## src/include/sar_adc_pkg.sv

```systemverilog
// Shared constants and carrier types for the converter control block
`default_nettype none
package sar_adc_pkg;

    // ---------------------------------------------------------------
    // Result format
    // ---------------------------------------------------------------
    localparam int          RESULT_BITS = 12;
    localparam int          NIBBLE_BITS = 4;
    localparam logic [11:0] SAR_RESET   = 12'h000;
    localparam logic [11:0] TRIAL_START = 12'h800;
    localparam logic [3:0]  BYTE_FILL   = 4'h0;

    // ---------------------------------------------------------------
    // Conversion timing, in converter clock falling edges
    // ---------------------------------------------------------------
    localparam int         EDGE_W          = 4;
    localparam logic [3:0] MSB_EDGE        = 4'h2;
    localparam logic [3:0] CONV_MIN_CYCLES = 4'hc;
    localparam logic [3:0] CONV_MAX_CYCLES = 4'hd;

    // ---------------------------------------------------------------
    // Host side timing, in ns and in system clock cycles
    // ---------------------------------------------------------------
    localparam int CLK_PERIOD_NS     = 50;
    localparam int ACQUIRE_NS        = 1000;
    localparam int ACQUIRE_CYCLES    = (ACQUIRE_NS + CLK_PERIOD_NS - 1) / CLK_PERIOD_NS;
    localparam int READ_GAP_NS       = 200;
    localparam int READ_GAP_CYCLES   = (READ_GAP_NS + CLK_PERIOD_NS - 1) / CLK_PERIOD_NS;
    localparam int START_GUARD_NS    = 40;
    localparam int START_GUARD_CYCLES =
        (START_GUARD_NS + CLK_PERIOD_NS - 1) / CLK_PERIOD_NS;

    // ---------------------------------------------------------------
    // Synchroniser vector layout and idle values
    // ---------------------------------------------------------------
    localparam int         SYNC_W      = 5;
    localparam int         SYNC_CS     = 4;
    localparam int         SYNC_RD     = 3;
    localparam int         SYNC_BYTE   = 2;
    localparam int         SYNC_CLK    = 1;
    localparam int         SYNC_CMP    = 0;
    localparam logic [4:0] SYNC_RESET  = 5'h18;

    // ---------------------------------------------------------------
    // Carrier types
    // ---------------------------------------------------------------
    typedef struct packed {
        logic chipSelectN;
        logic readN;
        logic highByteSelect;
    } hostPins_t;

    typedef struct packed {
        logic [11:0] value;
        logic [11:0] enable;
    } dataBus_t;

    typedef enum logic [0:0] {
        ST_IDLE,
        ST_CONVERT
    } convState_t;

endpackage
`default_nettype wire

```

## src/logic/pin_sync.sv

```systemverilog
// Two-stage synchroniser for asynchronous pin inputs
`timescale 1ns/10ps
`default_nettype none
module pin_sync #(
    parameter int               WIDTH     = 1,
    parameter logic [WIDTH-1:0] RESET_VAL = '0
) (
    // Clock and reset
    input  wire logic             clk,
    input  wire logic             reset,
    // Pin side
    input  wire logic [WIDTH-1:0] pinIn,
    // Clock domain side
    output var  logic [WIDTH-1:0] syncOut
);

    // ---------------------------------------------------------------
    // One pair of flops per bit
    // ---------------------------------------------------------------
    genvar i;
    generate
        for (i = 0; i < WIDTH; i++) begin : gSync
            logic meta_q;
            logic meta_d;
            logic stable_q;
            logic stable_d;

            // Next values: first stage only feeds the second
            always_comb begin
                meta_d   = pinIn[i];
                stable_d = meta_q;
            end

            // Register both stages
            always_ff @(posedge clk) begin
                if (reset) begin
                    meta_q   <= RESET_VAL[i];
                    stable_q <= RESET_VAL[i];
                end else begin
                    meta_q   <= meta_d;
                    stable_q <= stable_d;
                end
            end

            assign syncOut[i] = stable_q;
        end
    endgenerate

endmodule
`default_nettype wire

```

## src/logic/result_latch.sv

```systemverilog
// Output latch holding the last finished conversion word
`timescale 1ns/10ps
`default_nettype none
module result_latch #(
    parameter int WIDTH = 12
) (
    // Clock and reset
    input  wire logic             clk,
    input  wire logic             reset,
    // Write side
    input  wire logic             writeEn,
    input  wire logic [WIDTH-1:0] writeData,
    // Registered read side
    output var  logic [WIDTH-1:0] readData
);

    logic [WIDTH-1:0] word_q;
    logic [WIDTH-1:0] word_d;

    // Load only on a finished conversion
    always_comb begin
        word_d = word_q;
        if (writeEn) begin
            word_d = writeData;
        end
    end

    // Register the word
    always_ff @(posedge clk) begin
        if (reset) begin
            word_q <= '0;
        end else begin
            word_q <= word_d;
        end
    end

    assign readData = word_q;

endmodule
`default_nettype wire

```

## src/logic/sar_adc_bus_conversion_control.sv

```systemverilog
// Bus control and approximation sequencing of a 12-bit sampling converter
//
// What this block does
// - Read low, select low, high byte low: start
// - High byte select high blocks conversion start
// - Data drivers enabled only while read, select low
// - Read ignored unless selected; byte select still picks the data layout
// - Busy output low throughout a running conversion
// - Conversion ends within twelve to thirteen clocks
// - Byte select low: full word, bit eleven top
// - Byte select high: top nibble twice, middle low
// - Bit eleven is MSB, bit zero LSB
// - Clock output is inverse of clock input
// - Start clears approximation register, enables outputs
// - Running conversion cannot be restarted
// - MSB after second falling edge, then per edge
// - Finished word moves into output latch
`timescale 1ns/10ps
`default_nettype none
module sar_adc_bus_conversion_control
    import sar_adc_pkg::*;
(
    // Clock and reset
    input  wire logic                   clk,
    input  wire logic                   reset,
    // Host control pins
    input  wire hostPins_t              hostPins,
    // Converter clock pins
    input  wire logic                   convClockIn,
    output var  logic                   convClockOut,
    // Analog front end
    input  wire logic                   compareKeep,
    output var  logic [RESULT_BITS-1:0] dacCode,
    output var  logic                   holdSample,
    // Data bus and status
    output var  dataBus_t               dataBus,
    output var  logic                   busyN
);

    // ---------------------------------------------------------------
    // Input synchronisation
    // ---------------------------------------------------------------
    logic [SYNC_W-1:0] pinsRaw;
    logic [SYNC_W-1:0] pinsSync;

    assign pinsRaw = {hostPins.chipSelectN, hostPins.readN,
                      hostPins.highByteSelect, convClockIn, compareKeep};

    pin_sync #(
        .WIDTH     (SYNC_W),
        .RESET_VAL (SYNC_RESET)
    ) uSync (
        .clk     (clk),
        .reset   (reset),
        .pinIn   (pinsRaw),
        .syncOut (pinsSync)
    );

    logic csSync;
    logic rdSync;
    logic byteSync;
    logic clkSync;
    logic cmpSync;

    assign csSync   = pinsSync[SYNC_CS];
    assign rdSync   = pinsSync[SYNC_RD];
    assign byteSync = pinsSync[SYNC_BYTE];
    assign clkSync  = pinsSync[SYNC_CLK];
    assign cmpSync  = pinsSync[SYNC_CMP];

    // ---------------------------------------------------------------
    // Strobe decode and edge detection
    // ---------------------------------------------------------------
    logic readActive;
    logic readActive_q;
    logic convClk_q;
    logic convFall;
    logic startReq;

    // Strobe counts only while selected
    assign readActive = ~csSync & ~rdSync;
    // Falling edge of the converter clock
    assign convFall   = convClk_q & ~clkSync;

    // ---------------------------------------------------------------
    // Conversion sequencer state
    // ---------------------------------------------------------------
    convState_t              state_q;
    convState_t              state_d;
    logic [EDGE_W-1:0]       edgeCnt_q;
    logic [EDGE_W-1:0]       edgeCnt_d;
    logic [RESULT_BITS-1:0]  sar_q;
    logic [RESULT_BITS-1:0]  sar_d;
    logic [RESULT_BITS-1:0]  trial_q;
    logic [RESULT_BITS-1:0]  trial_d;
    logic                    busyN_q;
    logic                    busyN_d;
    logic                    latchWrite;
    logic [RESULT_BITS-1:0]  latchData;

    // New strobe edge with byte select low starts, only when idle
    assign startReq = readActive & ~readActive_q & ~byteSync
                    & (state_q == ST_IDLE);

    // Next sequencer values
    always_comb begin
        state_d    = state_q;
        edgeCnt_d  = edgeCnt_q;
        sar_d      = sar_q;
        trial_d    = trial_q;
        busyN_d    = busyN_q;
        latchWrite = 1'b0;
        case (state_q)
            ST_IDLE: begin
                if (startReq) begin
                    state_d   = ST_CONVERT;
                    edgeCnt_d = '0;
                    sar_d     = SAR_RESET;
                    trial_d   = TRIAL_START;
                    busyN_d   = 1'b0;
                end
            end
            ST_CONVERT: begin
                if (convFall) begin
                    edgeCnt_d = edgeCnt_q + 4'h1;
                    // Decisions from the second falling edge on
                    if (edgeCnt_q >= (MSB_EDGE - 4'h1)) begin
                        if (cmpSync) begin
                            sar_d = sar_q | trial_q;
                        end
                        trial_d = trial_q >> 1;
                        // LSB decided: finish and latch
                        if (trial_q[0]) begin
                            state_d    = ST_IDLE;
                            busyN_d    = 1'b1;
                            latchWrite = 1'b1;
                        end
                    end
                end
            end
            default: begin
                state_d = ST_IDLE;
            end
        endcase
    end

    // Register sequencer state
    always_ff @(posedge clk) begin
        if (reset) begin
            state_q   <= ST_IDLE;
            edgeCnt_q <= '0;
            sar_q     <= SAR_RESET;
            trial_q   <= '0;
            busyN_q   <= 1'b1;
        end else begin
            state_q   <= state_d;
            edgeCnt_q <= edgeCnt_d;
            sar_q     <= sar_d;
            trial_q   <= trial_d;
            busyN_q   <= busyN_d;
        end
    end

    // ---------------------------------------------------------------
    // Output latch
    // ---------------------------------------------------------------
    result_latch #(
        .WIDTH (RESULT_BITS)
    ) uLatch (
        .clk       (clk),
        .reset     (reset),
        .writeEn   (latchWrite),
        .writeData (sar_d),
        .readData  (latchData)
    );

    // ---------------------------------------------------------------
    // Pin output registers
    // ---------------------------------------------------------------
    dataBus_t               bus_q;
    dataBus_t               bus_d;
    logic                   clkOut_q;
    logic                   clkOut_d;
    logic [RESULT_BITS-1:0] dac_q;
    logic [RESULT_BITS-1:0] dac_d;
    logic                   hold_q;
    logic                   hold_d;
    logic                   readActive_d;
    logic                   convClk_d;

    // Next pin values
    always_comb begin
        if (byteSync) begin
            bus_d.value = {latchData[11:8], BYTE_FILL, latchData[11:8]};
        end else begin
            bus_d.value = latchData;
        end
        bus_d.enable = {RESULT_BITS{readActive}};
        clkOut_d     = ~clkSync;
        dac_d        = sar_d | trial_d;
        hold_d       = ~busyN_d;
        readActive_d = readActive;
        convClk_d    = clkSync;
    end

    // Register pin values
    always_ff @(posedge clk) begin
        if (reset) begin
            bus_q        <= '0;
            clkOut_q     <= 1'b1;
            dac_q        <= '0;
            hold_q       <= 1'b0;
            readActive_q <= 1'b0;
            convClk_q    <= 1'b0;
        end else begin
            bus_q        <= bus_d;
            clkOut_q     <= clkOut_d;
            dac_q        <= dac_d;
            hold_q       <= hold_d;
            readActive_q <= readActive_d;
            convClk_q    <= convClk_d;
        end
    end

    assign dataBus      = bus_q;
    assign convClockOut = clkOut_q;
    assign dacCode      = dac_q;
    assign holdSample   = hold_q;
    assign busyN        = busyN_q;
endmodule
`default_nettype wire

```

## config.mk

```make
export PLATFORM = sky130hd
export DESIGN_NAME = sar_adc_bus_conversion_control
export DESIGN_NICKNAME = d
export VERILOG_FILES = /design/src/include/sar_adc_pkg.sv /design/src/logic/pin_sync.sv /design/src/logic/result_latch.sv /design/src/logic/sar_adc_bus_conversion_control.sv
export SDC_FILE = /design/constraint.sdc
export NUM_CORES = 1
export LEC_CHECK = 0
export ABC_AREA = 1
export BUFFER_PORTS_ARGS = -buffer_cell sky130_fd_sc_hd__buf_2
export CORE_MARGIN = 2
export CORE_UTILIZATION = 25
export CTS_CLUSTER_DIAMETER = 40
export DETAILED_ROUTE_END_ITERATION = 7
export HOLD_SLACK_MARGIN = 0.02
export PLACE_DENSITY = 0.38
export SLEW_MARGIN = 20
export SYNTH_ARGS = -nofsm -noshare
export SYNTH_HDL_FRONTEND = slang
export SYNTH_SLANG_ARGS = --single-unit
```

## constraint.sdc

```tcl
create_clock -name clk -period 1.6 [get_ports clk]
set_input_delay 0.16 -clock clk [delete_from_list [all_inputs] [get_ports clk]]
set_output_delay 0.16 -clock clk [all_outputs]
set_load 0.02 [all_outputs]
```

Yosys cells after proc, flatten, opt, wreduce, memory -nomap -nowiden
Index checks and enable logic that the tools add are counted.
{"block": "word_totals", "in_bits": 7, "output_inout_bits": 39, "word_cells": 71, "register_bits": 81}
{"block": "op_classes", "n_eq_ne": 2, "n_addsub": 1, "n_reduce_logical": 2, "n_bitwise": 14, "magnitude_cmp": 1, "muxes": 27}
{"cell": "$mux 12", "count": 7}
{"cell": "$pmux 12 s2", "count": 2}
{"cell": "$or 12x12->12", "count": 2}
{"cell": "$mux 1", "count": 12}
{"cell": "$mux 4", "count": 3}
{"cell": "$pmux 4 s2", "count": 1}
{"cell": "$not 1->1", "count": 7}
{"cell": "$and 1x1->1", "count": 5}
{"cell": "$add 4x1->4 const B", "count": 1}
{"cell": "$ge 4x1->1 const B", "count": 1}
{"cell": "$ne 2x2->1 const B", "count": 2}
{"cell": "$pmux 1 s2", "count": 2}
{"cell": "$reduce_and 2->1", "count": 1}
{"cell": "$reduce_or 2->1", "count": 1}

Logic depth before layout (Yosys ltp)
{"block": "depth", "depth_word": 8, "mapped_depth": 9, "ltp_nobuf": 9}

Cells and area by module
From an unflattened synthesis, not the netlist that was laid out.
{"block": "unflattened", "hier_cells": 450, "hier_area_um2": 3378.2}
{"mod": "sar_adc_bus_conversion_control", "area_each_um2": 2565.0, "cells_per_inst": 338, "seq_area_each_um2": 1161.1, "n_inst": 1}
{"mod": "result_latch", "area_each_um2": 496.7, "cells_per_inst": 76, "seq_area_each_um2": 240.2, "n_inst": 1}
{"mod": "pin_sync", "area_each_um2": 316.6, "cells_per_inst": 36, "seq_area_each_um2": 200.2, "n_inst": 1}

Least setup slack after synthesis
No wires, ideal clock.
{"block": "synth_timing", "kind": "register to register", "startpoint": "register edgeCnt_q[1]", "endpoint": "register dac_q[8], in the netlist dacCode[8]", "setup_time_ps": 122, "slack_ps": 246, "period_less_slack_ps": 1354, "stages_incl_launch_ff": 10, "n_path_buf": 1, "required_ps": 1478, "arrival_time_ps": 1233, "cell_sequence": "dfxtp_1 -> inv_1 -> ha_1 -> inv_1 -> nand3_4 -> buf_2 -> nand3_1 -> nand2_1 -> nand3_1 -> nand3_1"}
{"block": "synth_via", "elab_chain_cells": 5, "elab_cells_between_ends": 8, "cone_classes": "order compare: 1; mux: 6; bitwise: 1"}
{"item": "start, declared", "line": "sar_adc_bus_conversion_control.sv:90", "text": "logic [EDGE_W-1:0] edgeCnt_q;"}
{"item": "start signal, assigned", "line": "sar_adc_bus_conversion_control.sv:157", "text": "edgeCnt_q <= edgeCnt_d;"}
{"item": "$ge 4x1->1 *", "line": "sar_adc_bus_conversion_control.sv:127", "text": "if (edgeCnt_q >= (MSB_EDGE - 4'h1)) begin"}
{"item": "$mux 12", "line": "sar_adc_bus_conversion_control.sv:127"}
{"item": "$mux 12", "line": "sar_adc_bus_conversion_control.sv:124", "text": "if (convFall) begin"}
{"item": "$pmux 12 s2", "line": "sar_adc_bus_conversion_control.sv:113", "text": "case (state_q)"}
{"item": "$or 12x12->12 *", "line": "sar_adc_bus_conversion_control.sv:200", "text": "dac_d = sar_d | trial_d;"}
{"item": "end signal, assigned", "line": "sar_adc_bus_conversion_control.sv:211", "text": "dac_q <= '0;"}
{"item": "end signal, assigned", "line": "sar_adc_bus_conversion_control.sv:218", "text": "dac_q <= dac_d;"}
{"item": "end, declared", "line": "sar_adc_bus_conversion_control.sv:184", "text": "logic [RESULT_BITS-1:0] dac_q;"}
Mark *: on every way between the ends. The rest lies on a longest branch, timed or not.
A chain may end at the register's enable or synchronous reset.

Worst setup path in the final report
{"block": "layout_timing", "startpoint": "register edgeCnt_q[1]", "endpoint": "register dac_q[7], in the netlist dacCode[7]"}
Same word-level chain as after synthesis.

==> flow_metrics.py <==
metrics = {
    "critical_path": {
        "worstSetupStartpointType": "flip-flop",
        "worstPathArrival_ns": 1.71,
        "slowest_stage": "dfxtp_1",
        "worst-endpoint-required_ns": 1.80,
        "path_class": "flip-flop to flip-flop",
        "rr_worst_depth": 9,
        "cp_max_fo": 10,
        "cp.depth": 9,
        "max_stage_delay_ns": 0.32,
        "crit_chain": "inv_1, ha_1, inv_1, nand3_4, buf_4, nand3_1, nand2_1, nand3_1, o21ai_0",
        "cp.buffers_inverters": 3,
        "worst_setup_path_end_kind": "flip-flop",
        "cpLargestDelayFamily": "simple AND/OR/NAND/NOR gates",
    },
    "layout": {
        "layout-drive-gt1-share_pct": 24.5,
        "num-nets-final": 443,
        "instances_no_fill": 605,
        "diodes": 0,
        "area_growth_syn_to_layout_pct": 22.7,
    },
    "sta": {
        "finClkSkew_ns": 0.00755,
        "finalHoldViolations": 0,
        "maxSlewViolCount": 0,
        "rsz0062_at_grt": "no",
        "fmax_mhz": 662,
        "tightest_slew_ns": 0.352,
        "slew_headroom_pct": 76.5,
        "setup_ws_ns": 0.0899,
        "final.period_utilization_pct": 94.4,
        "setup_viol": 0,
        "period_minus_slack_ns": 1.51,
    },
    "floorplan": {
        "io_pins": 46,
        "die_y_um": 116,
        "die_area_sq_um": 13400,
        "dieWidth_um": 116,
        "row_count": 40,
        "core_area_sq_um": 12100,
        "start_util_pct": 25.7,
    },
    "run_status": {
        "status": "finished clean",
    },
    "global_route": {
        "grt_antenna_before_repair": 0,
        "grt_pass1_wl_um": 11700,
        "grt_max_degree": 21,
        "grt_pass1_vias": 2313,
        "grt.total_usage_pct": 11.6,
        "overflow": 0,
    },
    "cts": {
        "clockRootBuffer": "clkbuf_16",
        "clock_latency_ns": 0.34,
        "cts_setup_buffers": 0,
        "cts.path.max_buffers": 2,
        "cts_tree": "yes",
        "clk_pin_slew_ns": 0.06,
        "htree_levels": 3,
        "cts_made_buffers": 9,
        "cts_num_sinks": 80,
    },
    "min_path": {
        "hold_depth": 3,
        "hp-class": "input pin to flip-flop",
    },
    "logic_synthesis": {
        "yosysTopAreaCell": "dfxtp_1",
        "synth_nets": 396,
        "ys_seq_area_share_pct": 51.4,
        "ys_top_cells_by_area": "dfxtp_1 51%, nand2_1 10%, inv_1 7.6%",
        "synth_cells": 386,
        "yosysWarnings": 0,
        "ys_types": 25,
        "yosysTopAreaCellShare_pct": 51.4,
        "netlist_area_sq_um": 3120,
        "synth_area_per_cell_sq_um": 8.07,
        "ys_seq_elements": 80,
    },
    "drt": {
        "wl_um": 7030,
        "drtPass1Iterations": 5,
        "wl_per_cell_um": 11.6,
        "ant_nets": 0,
        "routed-via-count": 2379,
        "drtIter0Drc": 108,
        "drc_errors": 0,
        "routed_via_density": 3.93,
    },
    "run": {
        "maxCapViolations": 0,
    },
    "place": {
        "placed_cells": 588,
        "portBuffers": 45,
        "routabilityCongestion": 0.787,
        "post-place-ws_ns": -0.0702,
        "dp_hpwl_um": 4890,
    },
    "power_and_ir_drop": {
        "power_leakage_nw": 2.01,
        "peakVddDrop_mv": 0.529,
        "power_density_nw_per_um2": 1130,
    },
}
==> cell usage after synthesis <==
cell / instances
nand2_1: 87
dfxtp_1: 80
inv_1: 63
nand3_1: 45
nor2_1: 23
buf_4: 14
or2_2: 12
a21oi_2: 11
o21ai_0: 11
a21oi_1: 9
buf_6: 5
buf_2: 3
clkbuf_1: 3
ha_1: 3
nand3_4: 3
clkinv_1: 2
inv_2: 2
nand2_2: 2
xor2_1: 2
clkinv_2: 1
nand3b_1: 1
nand4_2: 1
nor2_4: 1
nor3_1: 1
o21ai_1: 1
==> through the flow <==
step / cell area [sq um] / power [mW] / hold WS (ns) / setup TNS [ns] / util [%]
2_1_floorplan: 3120 / 2.12 / 0.264 / 0 / -
3_3_place_gp: 3480 / 2.16 / 0.345 / -0.0324 / 28.7
3_5_place_dp: 3480 / 2.16 / 0.349 / -0.0702 / 28.7
4_1_cts: 3820 / 4.40 / 0.0223 / 0 / 31.6
5_1_grt: 3820 / 4.49 / 0.0445 / 0 / 31.6
6_report: 3820 / 4.33 / 0.0257 / 0 / 31.6
==> routing by layer <==
layer / GRT usage (%) / part of all wire, % / vias up
met5: 0 / 0 / -
met4: 7.22 / 2.8 / 0
met3: 2.41 / 4.6 / 13
met2: 17.5 / 42 / 52
met1: 15.2 / 51 / 1054
li1: - / - / 1260
==> tightest hold or removal path, delay by kind of cell <==
kind          cells  cell delay [ns]
buf+inv           2             0.10
simple gates      1             0.06
==> cells in the final DEF, fill, tap and decap left out, types with 2 or more instances in the layout <==
| cell | instances |
|---|---|
| nand2_1 | 87 |
| dfxtp_1 | 79 |
| inv_1 | 63 |
| nand3_1 | 45 |
| buf_2 | 45 |
| nor2_1 | 23 |
| buf_4 | 13 |
| or2_2 | 12 |
| a21oi_2 | 11 |
| o21ai_0 | 10 |
| a21oi_1 | 9 |
| clkbuf_16 | 9 |
| nand3_4 | 3 |
| ha_1 | 3 |
| clkinv_1 | 2 |
| clkinv_2 | 2 |
| nand2_2 | 2 |
| inv_2 | 2 |
| o21ai_1 | 2 |
| xor2_1 | 2 |
| bufinv_16 | 2 |
| clkbuf_8 | 2 |
| dlygate4sd3_1 | 2 |
==> power by group <==
| group | switching, mW | total (mW) | internal [mW] |
|---|---|---|---|
| Clock | 0.776 | 2.22 | 1.44 |
| Sequential | 0.00586 | 2.02 | 2.01 |
| Combinational | 0.0663 | 0.0996 | 0.0333 |
| Total | 0.849 | 4.33 | 3.48 |
==> sequential cells by signal, summed over array words and instances (netlist names) <==
register,flops
convClockOut,1
sar_q,12
holdSample,1
dataBus,13
state_q,1
uSync.gSync.meta_q,5
uLatch.readData,12
edgeCnt_q,4
trial_q,12
busyN,1
convClk_q,1
uSync.gSync.stable_q,5
dacCode,12
==> path summary, 6_finish.rpt <==
| check | startpoint | to | slack, ns |
|---|---|---|---|
| max | edgeCnt_q[1]$_SDFFE_PP0P_ | dacCode[7]$_SDFF_PP0_ | 0.09 |
| max reg2reg | edgeCnt_q[1]$_SDFFE_PP0P_ | dacCode[7]$_SDFF_PP0_ | 0.09 |
| min reg2reg | uSync.gSync[0].meta_q$_SDFF_PP0_ | uSync.gSync[0].stable_q$_SDFF_PP0_ | 0.41 |
| min | hostPins[0] | uSync.gSync[2].meta_q$_SDFF_PP0_ | 0.03 |
==> final cells by class <==
cell class,instances,area (sq um)
sequential,80,1600
inverter,68,256
tap,168,210
clock buffer,12,256
timing repair buffer,61,363
clock inverter,3,65.1
multi-input combinational,213,1070
fill,1333,8290
==> repair_timing <==
action	4_1_cts	5_1_grt
pin swaps	0	1
endpoints found under the hold margin	2	0
gates resized for setup	1	1
hold buffers	2	0
setup endpoints to repair	1	34
==> cell families (layout without fill, tap and decap cells) <==
logic type	Yosys count	count (layout)	share of synthesized area, %
xor+xnor	2	2	0.562
fa+ha+maj	3	3	1.20
flops	80	80	51.4
buf+inv	93	144	14.3
compound gates	32	32	6.46
simple gates	176	176	26.1
Note: power is estimated with default switching activity, not from simulation.
